**src/inc/xbp_pkg.sv**
```systemverilog
package xbp_pkg;
	// Data space is 64 KB; internal memory occupies the lowest 8,704 bytes
	localparam int          ADDR_W        = 16;
	localparam logic [15:0] INT_MEM_BYTES = 16'h2200;
	// Reset values of the data, wait-selection and counter registers
	localparam logic [7:0]  RST_BYTE      = 8'h00;
	localparam logic [1:0]  RST_WAIT      = 2'h0;
	localparam logic [2:0]  RST_CNT       = 3'h0;
	// Fixed phases of one external cycle without wait-states
	localparam logic [2:0]  ADDR_CYCLES   = 3'h1;
	localparam logic [2:0]  STROBE_CYCLES = 3'h1;

	typedef enum logic [2:0] {
		XBP_IDLE   = 3'b000,
		XBP_ADDR   = 3'b001,
		XBP_STROBE = 3'b010,
		XBP_WAIT   = 3'b011,
		XBP_END    = 3'b100
	} xbp_state_e;

	// True when an address lies above internal memory
	function automatic logic xbp_is_ext(input logic [15:0] a);
		return a >= INT_MEM_BYTES;
	endfunction : xbp_is_ext
endpackage : xbp_pkg

```
**src/design/xbp_wait_sel.sv**
```systemverilog
module xbp_wait_sel (
	// Address and sector configuration
	input  wire logic [15:0] addr,
	input  wire logic [15:0] sectorLimit,
	input  wire logic [1:0]  lowerWait,
	input  wire logic [1:0]  upperWait,
	// Chosen wait-state count
	output wire logic [1:0]  waitSel
);
	import xbp_pkg::*;

	// Addresses at or above the limit belong to the upper sector
	wire upperHit = addr >= sectorLimit;                 // [RL13]
	assign waitSel = upperHit ? upperWait : lowerWait;  // [RL14]
endmodule : xbp_wait_sel

```
**src/design/xbp_pin_mux.sv**
```systemverilog
module xbp_pin_mux #(
	parameter int W = 8
) (
	// Interface side
	input  wire logic [W-1:0] busOut,
	input  wire logic [W-1:0] busOe,
	input  wire logic         busOwn,
	// Port register side
	input  wire logic [W-1:0] portOut,
	input  wire logic [W-1:0] portDir,
	// Pin side
	output wire logic [W-1:0] pinOut,
	output wire logic [W-1:0] pinOe
);
	import xbp_pkg::*;

	// Interface overrides the direction register for the bits it owns
	assign pinOut = busOwn ? busOut : portOut;  // [RL1] [RL8] [RL16]
	assign pinOe  = busOwn ? busOe : portDir;   // [RL1] [RL8] [RL16]
endmodule : xbp_pin_mux

```
**src/design/xbp_ext_bus_port.sv**
```systemverilog
// How it works
// RL1: Enabled port owns its pins, ignores direction
// RL2: Drive bus only for addresses above internal; internal accesses here still drive address, write data and latch strobe
// RL3: Low lines multiplex address/data, high lines address
// RL4: Low address valid when latch strobe falls
// RL5: Latch strobe low throughout data transfer
// RL6: External latch transparent high, holds when low
// RL7: Internal access keeps read/write strobes inactive
// RL8: Disabled port reverts to normal port pins
// RL9: Disabled port never folds upper addresses internal; here a disabled port treats every address as internal
// RL10: Four wait settings, one without waits
// RL11: Each wait adds one clock period
// RL12: Trailing strobe pulse only if next accesses RAM
// RL13: Two sectors with configurable boundary
// RL14: Each sector has its own wait selection
// RL15: Software selects number of high address lines
// RL16: Released high lines output port register values
// RL17: Bus keeper holds last value when tri-stated
// RL18: Software enables or disables the bus keeper
// RL19: Pull-ups active when port register bits one
// RL20: Lowest 8,704 bytes never go external
// RL21: Strobes carry no fixed phase to crystal
// RL22: Read releases lines, captures at strobe rise
module xbp_ext_bus_port (
	// Clock and reset
	input  wire logic                clk,
	input  wire logic                rst,
	// Configuration
	input  wire logic                portEnable,
	input  wire logic                keeperEnable,
	input  wire logic [2:0]          highAddrMaskSel,
	input  wire logic [15:0]         sectorLimit,
	input  wire logic [1:0]          lowerSectorWait,
	input  wire logic [1:0]          upperSectorWait,
	// Ordinary port registers for both pin groups
	input  wire logic [7:0]          lowPortOut,
	input  wire logic [7:0]          lowPortDir,
	input  wire logic [7:0]          highPortOut,
	input  wire logic [7:0]          highPortDir,
	// CPU data-space request
	input  wire logic                reqValid,
	input  wire logic                reqWrite,
	input  wire logic [15:0]         reqAddr,
	input  wire logic [7:0]          reqWdata,
	input  wire logic                nextIsRam,
	output wire logic                reqReady,
	output logic                     rspValid,
	output logic [7:0]               rspRdata,
	output wire logic                extSelect,
	// Multiplexed address/data pins
	input  wire logic [7:0]          muxIn,
	output wire logic [7:0]          muxOut,
	output wire logic [7:0]          muxOe,
	output wire logic [7:0]          muxPullup,
	// High address pins
	output wire logic [7:0]          highOut,
	output wire logic [7:0]          highOe,
	// Strobes
	output logic                     latchStrobe,
	output logic                     readStrobeN,
	output logic                     writeStrobeN
);
	import xbp_pkg::*;

	xbp_state_e state_reg;
	xbp_state_e state_next;
	logic [2:0]  cnt_reg;
	logic [2:0]  cnt_next;
	logic [15:0] addr_reg;
	logic [7:0]  wdata_reg;
	logic        write_reg;
	logic        ext_reg;
	logic        nextRam_reg;
	logic [1:0]  wait_reg;
	logic [7:0]  keep_reg;

	// Decode of the incoming request
	wire        reqExt = portEnable && xbp_is_ext(reqAddr);  // [RL2] [RL20] [RL9]
	wire [1:0]  reqWait;
	wire        idle   = state_reg == XBP_IDLE;
	wire        start  = idle && reqValid;
	assign reqReady  = idle;
	assign extSelect = reqExt;

	xbp_wait_sel u_wait (
		.addr        (reqAddr),
		.sectorLimit (sectorLimit),
		.lowerWait   (lowerSectorWait),
		.upperWait   (upperSectorWait),
		.waitSel     (reqWait)
	);

	// Bus drive per phase: address in ADDR, data only on writes
	wire inAddr   = state_reg == XBP_ADDR;
	wire inData   = (state_reg == XBP_STROBE) || (state_reg == XBP_WAIT);
	wire driveLow = portEnable && (inAddr || (inData && write_reg));  // [RL22]
	wire [7:0] lowBus = inAddr ? addr_reg[7:0] : wdata_reg;            // [RL3]

	// Keeper holds the last driven value while released
	wire [7:0] lowOutInt = driveLow ? lowBus : keep_reg;               // [RL17]
	wire [7:0] lowOeInt  = driveLow ? 8'hff : 8'h00;

	// Mask frees the top high lines back to the port
	wire [7:0] highOwn = portEnable ? (8'hff >> highAddrMaskSel) : 8'h00;  // [RL15]

	xbp_pin_mux #(.W(8)) u_low (
		.busOut  (lowOutInt),
		.busOe   (lowOeInt),
		.busOwn  (portEnable),
		.portOut (lowPortOut),
		.portDir (lowPortDir),
		.pinOut  (muxOut),
		.pinOe   (muxOe)
	);

	// Per-bit ownership of the high lines
	genvar gi;
	for (gi = 0; gi < 8; gi++) begin : g_high
		xbp_pin_mux #(.W(1)) u_hi (
			.busOut  (addr_reg[8+gi]),
			.busOe   (1'b1),
			.busOwn  (highOwn[gi]),
			.portOut (highPortOut[gi]),
			.portDir (highPortDir[gi]),
			.pinOut  (highOut[gi]),
			.pinOe   (highOe[gi])
		);
	end

	// Pull-ups follow the port register regardless of mode
	assign muxPullup = lowPortOut;  // [RL19]

	// Sequencer: ADDR, STROBE, optional WAIT cycles, END
	always_comb begin
		state_next = state_reg;
		cnt_next   = cnt_reg;
		unique case (state_reg)
			XBP_IDLE:   if (reqValid) state_next = XBP_ADDR;
			XBP_ADDR:   state_next = XBP_STROBE;
			XBP_STROBE: begin
				if (wait_reg != RST_WAIT) begin
					state_next = XBP_WAIT;
					cnt_next   = {1'b0, wait_reg};  // [RL10] [RL11]
				end else begin
					state_next = XBP_END;
				end
			end
			XBP_WAIT: begin
				cnt_next = cnt_reg - 3'h1;          // [RL11]
				if (cnt_reg == ADDR_CYCLES) state_next = XBP_END;
			end
			XBP_END:    state_next = XBP_IDLE;
			default:    state_next = XBP_IDLE;
		endcase
	end

	// Strobe levels decided from next state so pins come from flops
	wire nAddr   = state_next == XBP_ADDR;
	wire nData   = (state_next == XBP_STROBE) || (state_next == XBP_WAIT);
	wire nEnd    = state_next == XBP_END;
	wire extNext = start ? reqExt : ext_reg;
	wire wrNext  = start ? reqWrite : write_reg;
	// Trailing pulse in the end period only if the next instruction uses RAM
	wire aleNext = portEnable && (nAddr || (nEnd && nextRam_reg));  // [RL4] [RL5] [RL12]
	wire strobeOn = nData && extNext;                               // [RL7] [RL2]
	// Capture on the read strobe's rising edge, at the end of data phase
	wire readDone = inData && !write_reg && ext_reg && !nData;      // [RL22]

	// State and request capture
	always_ff @(posedge clk) begin
		if (rst) begin
			state_reg   <= XBP_IDLE;
			cnt_reg     <= RST_CNT;
			addr_reg    <= 16'h0000;
			wdata_reg   <= RST_BYTE;
			write_reg   <= 1'b0;
			ext_reg     <= 1'b0;
			nextRam_reg <= 1'b0;
			wait_reg    <= RST_WAIT;
		end else begin
			state_reg <= state_next;
			cnt_reg   <= cnt_next;
			if (start) begin
				addr_reg    <= reqAddr;
				wdata_reg   <= reqWdata;
				write_reg   <= reqWrite;
				ext_reg     <= reqExt;
				nextRam_reg <= nextIsRam;
				wait_reg    <= reqExt ? reqWait : RST_WAIT;  // [RL14]
			end
		end
	end

	// Strobe registers; no link clock, so timing is purely internal  [RL21]
	always_ff @(posedge clk) begin
		if (rst) begin
			latchStrobe  <= 1'b0;
			readStrobeN  <= 1'b1;
			writeStrobeN <= 1'b1;
		end else begin
			latchStrobe  <= aleNext;
			readStrobeN  <= !(strobeOn && !wrNext);
			writeStrobeN <= !(strobeOn && wrNext);
		end
	end

	// Keeper and read data; keeper disabled lets released lines follow port
	always_ff @(posedge clk) begin
		if (rst) begin
			keep_reg <= RST_BYTE;
			rspValid <= 1'b0;
			rspRdata <= RST_BYTE;
		end else begin
			if (!keeperEnable) keep_reg <= lowPortOut;      // [RL18]
			else if (driveLow) keep_reg <= lowBus;          // [RL17]
			else if (inData) keep_reg <= muxIn;
			rspValid <= readDone || (state_reg == XBP_END && !ext_reg && !write_reg);
			if (readDone) rspRdata <= muxIn;                // [RL22]
		end
	end
endmodule : xbp_ext_bus_port

```
**config.mk**
```make
export PLATFORM = sky130hd
export DESIGN_NAME = xbp_ext_bus_port
export DESIGN_NICKNAME = d
export VERILOG_FILES = /design/src/inc/xbp_pkg.sv /design/src/design/xbp_wait_sel.sv /design/src/design/xbp_pin_mux.sv /design/src/design/xbp_ext_bus_port.sv
export SDC_FILE = /design/constraint.sdc
export NUM_CORES = 1
export LEC_CHECK = 0
export BUFFER_PORTS_ARGS = -buffer_cell sky130_fd_sc_hd__buf_2
export CAP_MARGIN = 20
export CORE_MARGIN = 3
export CORE_UTILIZATION = 35
export CTS_CLUSTER_DIAMETER = 150
export DETAILED_ROUTE_END_ITERATION = 8
export GPL_TIMING_DRIVEN = 0
export PLACE_DENSITY = 0.6
export REMOVE_ABC_BUFFERS = 1
export SKIP_LAST_GASP = 1
export SYNTH_ARGS = -nofsm -noshare
export SYNTH_HDL_FRONTEND = slang
export SYNTH_SLANG_ARGS = --single-unit
```
**constraint.sdc**
```tcl
create_clock -name clk -period 2.6 [get_ports clk]
set_input_delay 0.78 -clock clk [delete_from_list [all_inputs] [get_ports clk]]
set_output_delay 0.78 -clock clk [all_outputs]
set_load 0.02 [all_outputs]
```
* Word level (Yosys, flattened, before mapping) *
Index checks and enable logic that the tools add are counted.

operators by class
  add/subtract/negate cells = 1
  order comparisons = 2
  eq/ne operators = 11
  shift-type cells = 1
  multiplexer cells = 35
  reduce and logical (&&, ||, !) cells = 29

operator list
  cell                                                                  count
  two-way mux 8 bit                                                     9
  two-way mux 1 bit                                                     18
  greater-or-equal comparator 16 x 14 -> 1 bit (second input constant)  1
  greater-or-equal comparator 16 bit                                    1
  logical AND 1 bit                                                     14
  == test 3 x 2 -> 1 bit (second input constant)                        4
  two-way mux 3 bit                                                     4
  case mux 3 bit (4 select lines)                                       1
  == test 3 x 1 -> 1 bit (second input constant)                        3
  right shift 8 x 3 -> 8 bit (first input constant)                     1
  == test 3 bit (second input constant)                                 2
  zero test 1 bit                                                       6
  case mux 3 bit (2 select lines)                                       1
  logical OR 1 bit                                                      5
  two-way mux 2 bit                                                     2
  nonzero test 2 bit                                                    2
  zero test 3 bit                                                       1
  != test 3 x 1 -> 1 bit (second input constant)                        1
  subtractor 3 x 1 -> 3 bit (second input constant)                     1
  != test 2 x 1 -> 1 bit (second input constant)                        1
  AND reduction 2 bit                                                   1

word-level totals
  bits in registers = 55
  bits of input ports = 94
  output and inout bits = 54

* Logic depth before layout (Yosys ltp) *
  depth after elaboration = 8
  depth in mapped cells = 8
  gate-level depth less buffers = 7

* Cells and area by module *
A second synthesis with hierarchy kept.

unflattened totals
  cell total of the unflattened synthesis = 395
  area total of the unflattened synthesis = 3383.2 um2

modules (own cells, without submodules)
  module                             instances  cells each  area an instance (um2)  sequential area each (um2)
  xbp_ext_bus_port                   1          307         2496.1                  1101.1
  xbp_wait_sel                       1          54          457.9                   0.0
  xbp_pin_mux at u_low               1          18          249.0                   0.0
  xbp_pin_mux at g_high[0].u_hi ...  8          2           22.5                    0.0

* Worst setup path before layout *
Ideal clock, no wire load.

  path type = in2out
  start = in portEnable
  end = out muxOe[6]
  arrival time = 1.858 ns
  required time = 1.820 ns
  path slack = -0.038 ns
  cell stages on the path = 4
  path buffers = 3
  cell sequence = buf_2 -> buf_1 -> clkbuf_1 -> o21ai_0

between the ends
  word-level cells in the longest chain between the ends = 3

RTL lines
  what                   RTL line                 source
  start, declared        xbp_ext_bus_port.sv:29   input wire logic portEnable,
  logical AND 1 bit      xbp_ext_bus_port.sv:96   wire driveLow = portEnable && (inAddr || (inData && write_reg));
  two-way mux 8 bit      xbp_ext_bus_port.sv:101  wire [7:0] lowOeInt = driveLow ? 8'hff : 8'h00;
  two-way mux 8 bit (*)  xbp_pin_mux.sv:19        assign pinOe = busOwn ? busOe : portDir;
  end, declared          xbp_ext_bus_port.sv:53   output wire logic [7:0] muxOe,

Every way passes the cells marked *; elsewhere a longest branch is shown, timed or not.

* Worst setup path in the final report *
  start = in portEnable
  end = out highOut[7]

between the ends
  word-level cells in the longest chain between the ends = 2

RTL lines
  what               RTL line                 source
  two-way mux 8 bit  xbp_ext_bus_port.sv:104  wire [7:0] highOwn = portEnable ? (8'hff >> highAddrMaskSel) : 8'h00;
  two-way mux 1 bit  xbp_pin_mux.sv:18        assign pinOut = busOwn ? busOut : portOut;
  end, declared      xbp_ext_bus_port.sv:56   output wire logic [7:0] highOut,

Every way passes these cells.

==> flow_summary.ini <==
[floorplanning]
rows = 35
die_w_um = 104
die-area_um2 = 10800
die_y_um = 104
floorplan.initialDensity = 0.361
core_um2 = 9280
io_pins = 148

[yosys]
yosys_register_bits = 55
yosys_warnings = 0
ys_top_cells_by_count = nand2_1, a21oi_1, dfxtp_1
synth_simple_gate_area_share = 0.219
avgSynthCellArea_um2 = 7.78
asyncSetResetFlopFracSynth = 0
synth_edf_count = 0
yosys.area_share.xor_xnor = 0
synthMuxAreaShare = 0.0882
synth_top_family_by_area = simple AND/OR/NAND/NOR gates
synth_seq_area_share = 0.329
synthTopCellsByArea = dfxtp_1, a21oi_1, nand2_1, ha_1, buf_4
synth_compound_gate_area_share = 0.176
yosysTopAreaCell = dfxtp_1
syn_inst = 430
yosys.area.top_type_share = 0.329
synth_most_common_cell = nand2_1
synthFlopType = dfxtp_1
synthAdderAreaFrac = 0.0673
ys_types = 47
syn_area_um2 = 3350

[final_layout]
drive_gt1_frac = 0.350
nFillCells = 987
largest_reg_flops = 16
seqCellArea_um2 = 1110
final_area_um2 = 4210
antennaDiodeCount = 0
area_delta_synth_final_pct = 25.7
final_util = 0.453
finalNetCount = 656
multi_input_comb_area_um2 = 1890

[flow_run]
cap_violations = 0

[placement]
port_buffers = 147
gp_congestion = 0.814
hpwl_um = 6870
dpl-instance-area_um2 = 3970

[clock_tree]
htree_levels = 2
cts_hold_buf = 0
clkLatencyLatePin_ns = 0.31
clkSlewWorstSetupHoldPaths_ns = 0.10
ctsRootBufferMaster = clkbuf_8
numClockSinks = 55
cts_buffer_depth = 2
cts_buffers = 5
cts_tree = built

[detailed_routing]
num_vias = 3234
postRouteAntennaNets = 0
drc = 0
viasPerCell = 4.80
wire_per_inst_um = 13.6
drt_iter0_drc = 118
routed_wl_um = 9150
first_pass_iters = 7

[global_routing]
grt_pass1_wl_um = 14800
grt_max_degree = 54
first_global_vias = 3206
antenna_found_initial = 0
grt_usage = 0.163
grt_overflow = 0

[pwr]
ir_drop_mv = 0.245
p_per_area_nw_per_um2 = 501
power.leakage_nw = 1.94

[critical_path]
slowest_stage = mux2_2
worstPathRequired_ns = 1.82
cp_max_fo = 37
worstPathArrival_ns = 1.82
cp-end-kind = primary output
path_class = in -> out
cp_cell_sequence = buf_12, nand2b_1, nor3_2, mux2_2, buf_2
cp-start-kind = primary input
slowest_delay_ns = 0.35
path_buf_inv = 2
critPathTopFamily = multiplexers

[timing]
min_period_ns = 2.60
timing_hold_violations_final = 0
rsz0062_at_grt = yes
fmax_ghz = 0.385
drv_slew = 0
period_share = 0.999
worst_pin_slew_ns = 1.07
clock_skew_ns = 0.00801
slew_headroom = 0.280
setup_viol = 0

[hold_path]
hp-class = reg -> reg

[outcome]
run_status = completed
-- through the flow --
step / hold WS (ns) / setup TNS (ns) / std cells / power, mW / setup slack (ns)
after floorplan: 0.427 / -0.917 / 383 / 1.25 / -0.209
after global placement: 0.440 / -34.50 / 659 / 1.47 / -1.17
after detailed placement: 0.446 / -9.60 / 660 / 1.49 / -0.568
after CTS: 0.462 / 0 / 673 / 2.14 / 0.000989
after global routing: 0.486 / -0.729 / 674 / 2.23 / -0.117
final: 0.457 / 0 / 674 / 2.11 / 0.00314
-- placed cells by master (no fill, tap or decap), drive strengths merged, types with 5 or more instances in the layout --
cell / Yosys / routed
dfxtp: 55 / 55
nor2: 47 / 47
buf: 36 / 153
nor3: 5 / 5
mux2i: 19 / 19
ha: 18 / 18
o21ai: 16 / 16
a21oi: 63 / 63
nand2: 64 / 64
clkbuf: 11 / 6
mux2: 9 / 9
nand2b: 9 / 9
a2111oi: 7 / 7
inv: 28 / 29
-- where the power goes --
| part | switching [mW] | internal, mW |
|---|---|---|
| clock | 0.294 | 0.317 |
| combinational | 0.330 | 0.238 |
| sequential | 0.0359 | 0.894 |
-- per-layer routing --
layer	GRT usage	vias up	share of wire
met5	0	-	0
met4	0.0351	0	0.0081
met3	0.0280	6	0.035
met2	0.303	65	0.52
met1	0.195	1508	0.43
li1	-	1655	-
-- final timing paths --
path | slack, ns | from | end | depth (start not counted)
worst max-delay path | 0.003 | portEnable | highOut[7] | 5
worst min-delay path | 0.46 | wdata_reg[7]$_SDFFE_PP0P_ | wdata_reg[7]$_SDFFE_PP0P_ | 2
worst max register to register | 0.39 | state_reg[0]$_SDFF_PP0_ | readStrobeN$_SDFF_PP1_ | 6
worst min register to register | 0.46 | wdata_reg[7]$_SDFFE_PP0P_ | wdata_reg[7]$_SDFFE_PP0P_ | 2
-- worst min-delay path: cells and delay by family (launching register included) --
kind	cells	cell delay, ns
DFF	1	0.32
AOI/OAI and AO/OA	1	0.05
and+or+nand+nor	1	0.05
-- area by class of cell --
class	count	share of cell area
Clock buffer	6	0.0196
Clock inverter	2	0.00922
Inverter	28	0.0250
Multi-Input combinational cell	301	0.449
Sequential cell	55	0.265
Tap cell	129	0.0384
Timing Repair Buffer	153	0.194
-- what timing repair did --
item                       in CTS  in global routing
cloned                          1                  0
gates resized for setup        12                  4
setup endpoints to repair      28                 14
pin swaps                       1                  1
setup buffers                   4                  1
-- cells by family (layout without fill, tap and decap cells) --
kind of cell | count (synthesis) | in the layout
AO/OA/AOI/OAI | 100 | 100
multiplexers | 28 | 28
buffers and inverters | 75 | 189
AND/OR/NAND/NOR | 154 | 155
adder cells (fa/ha/maj) | 18 | 18
flip-flops | 55 | 55
Power figures use the tool's default switching activity.
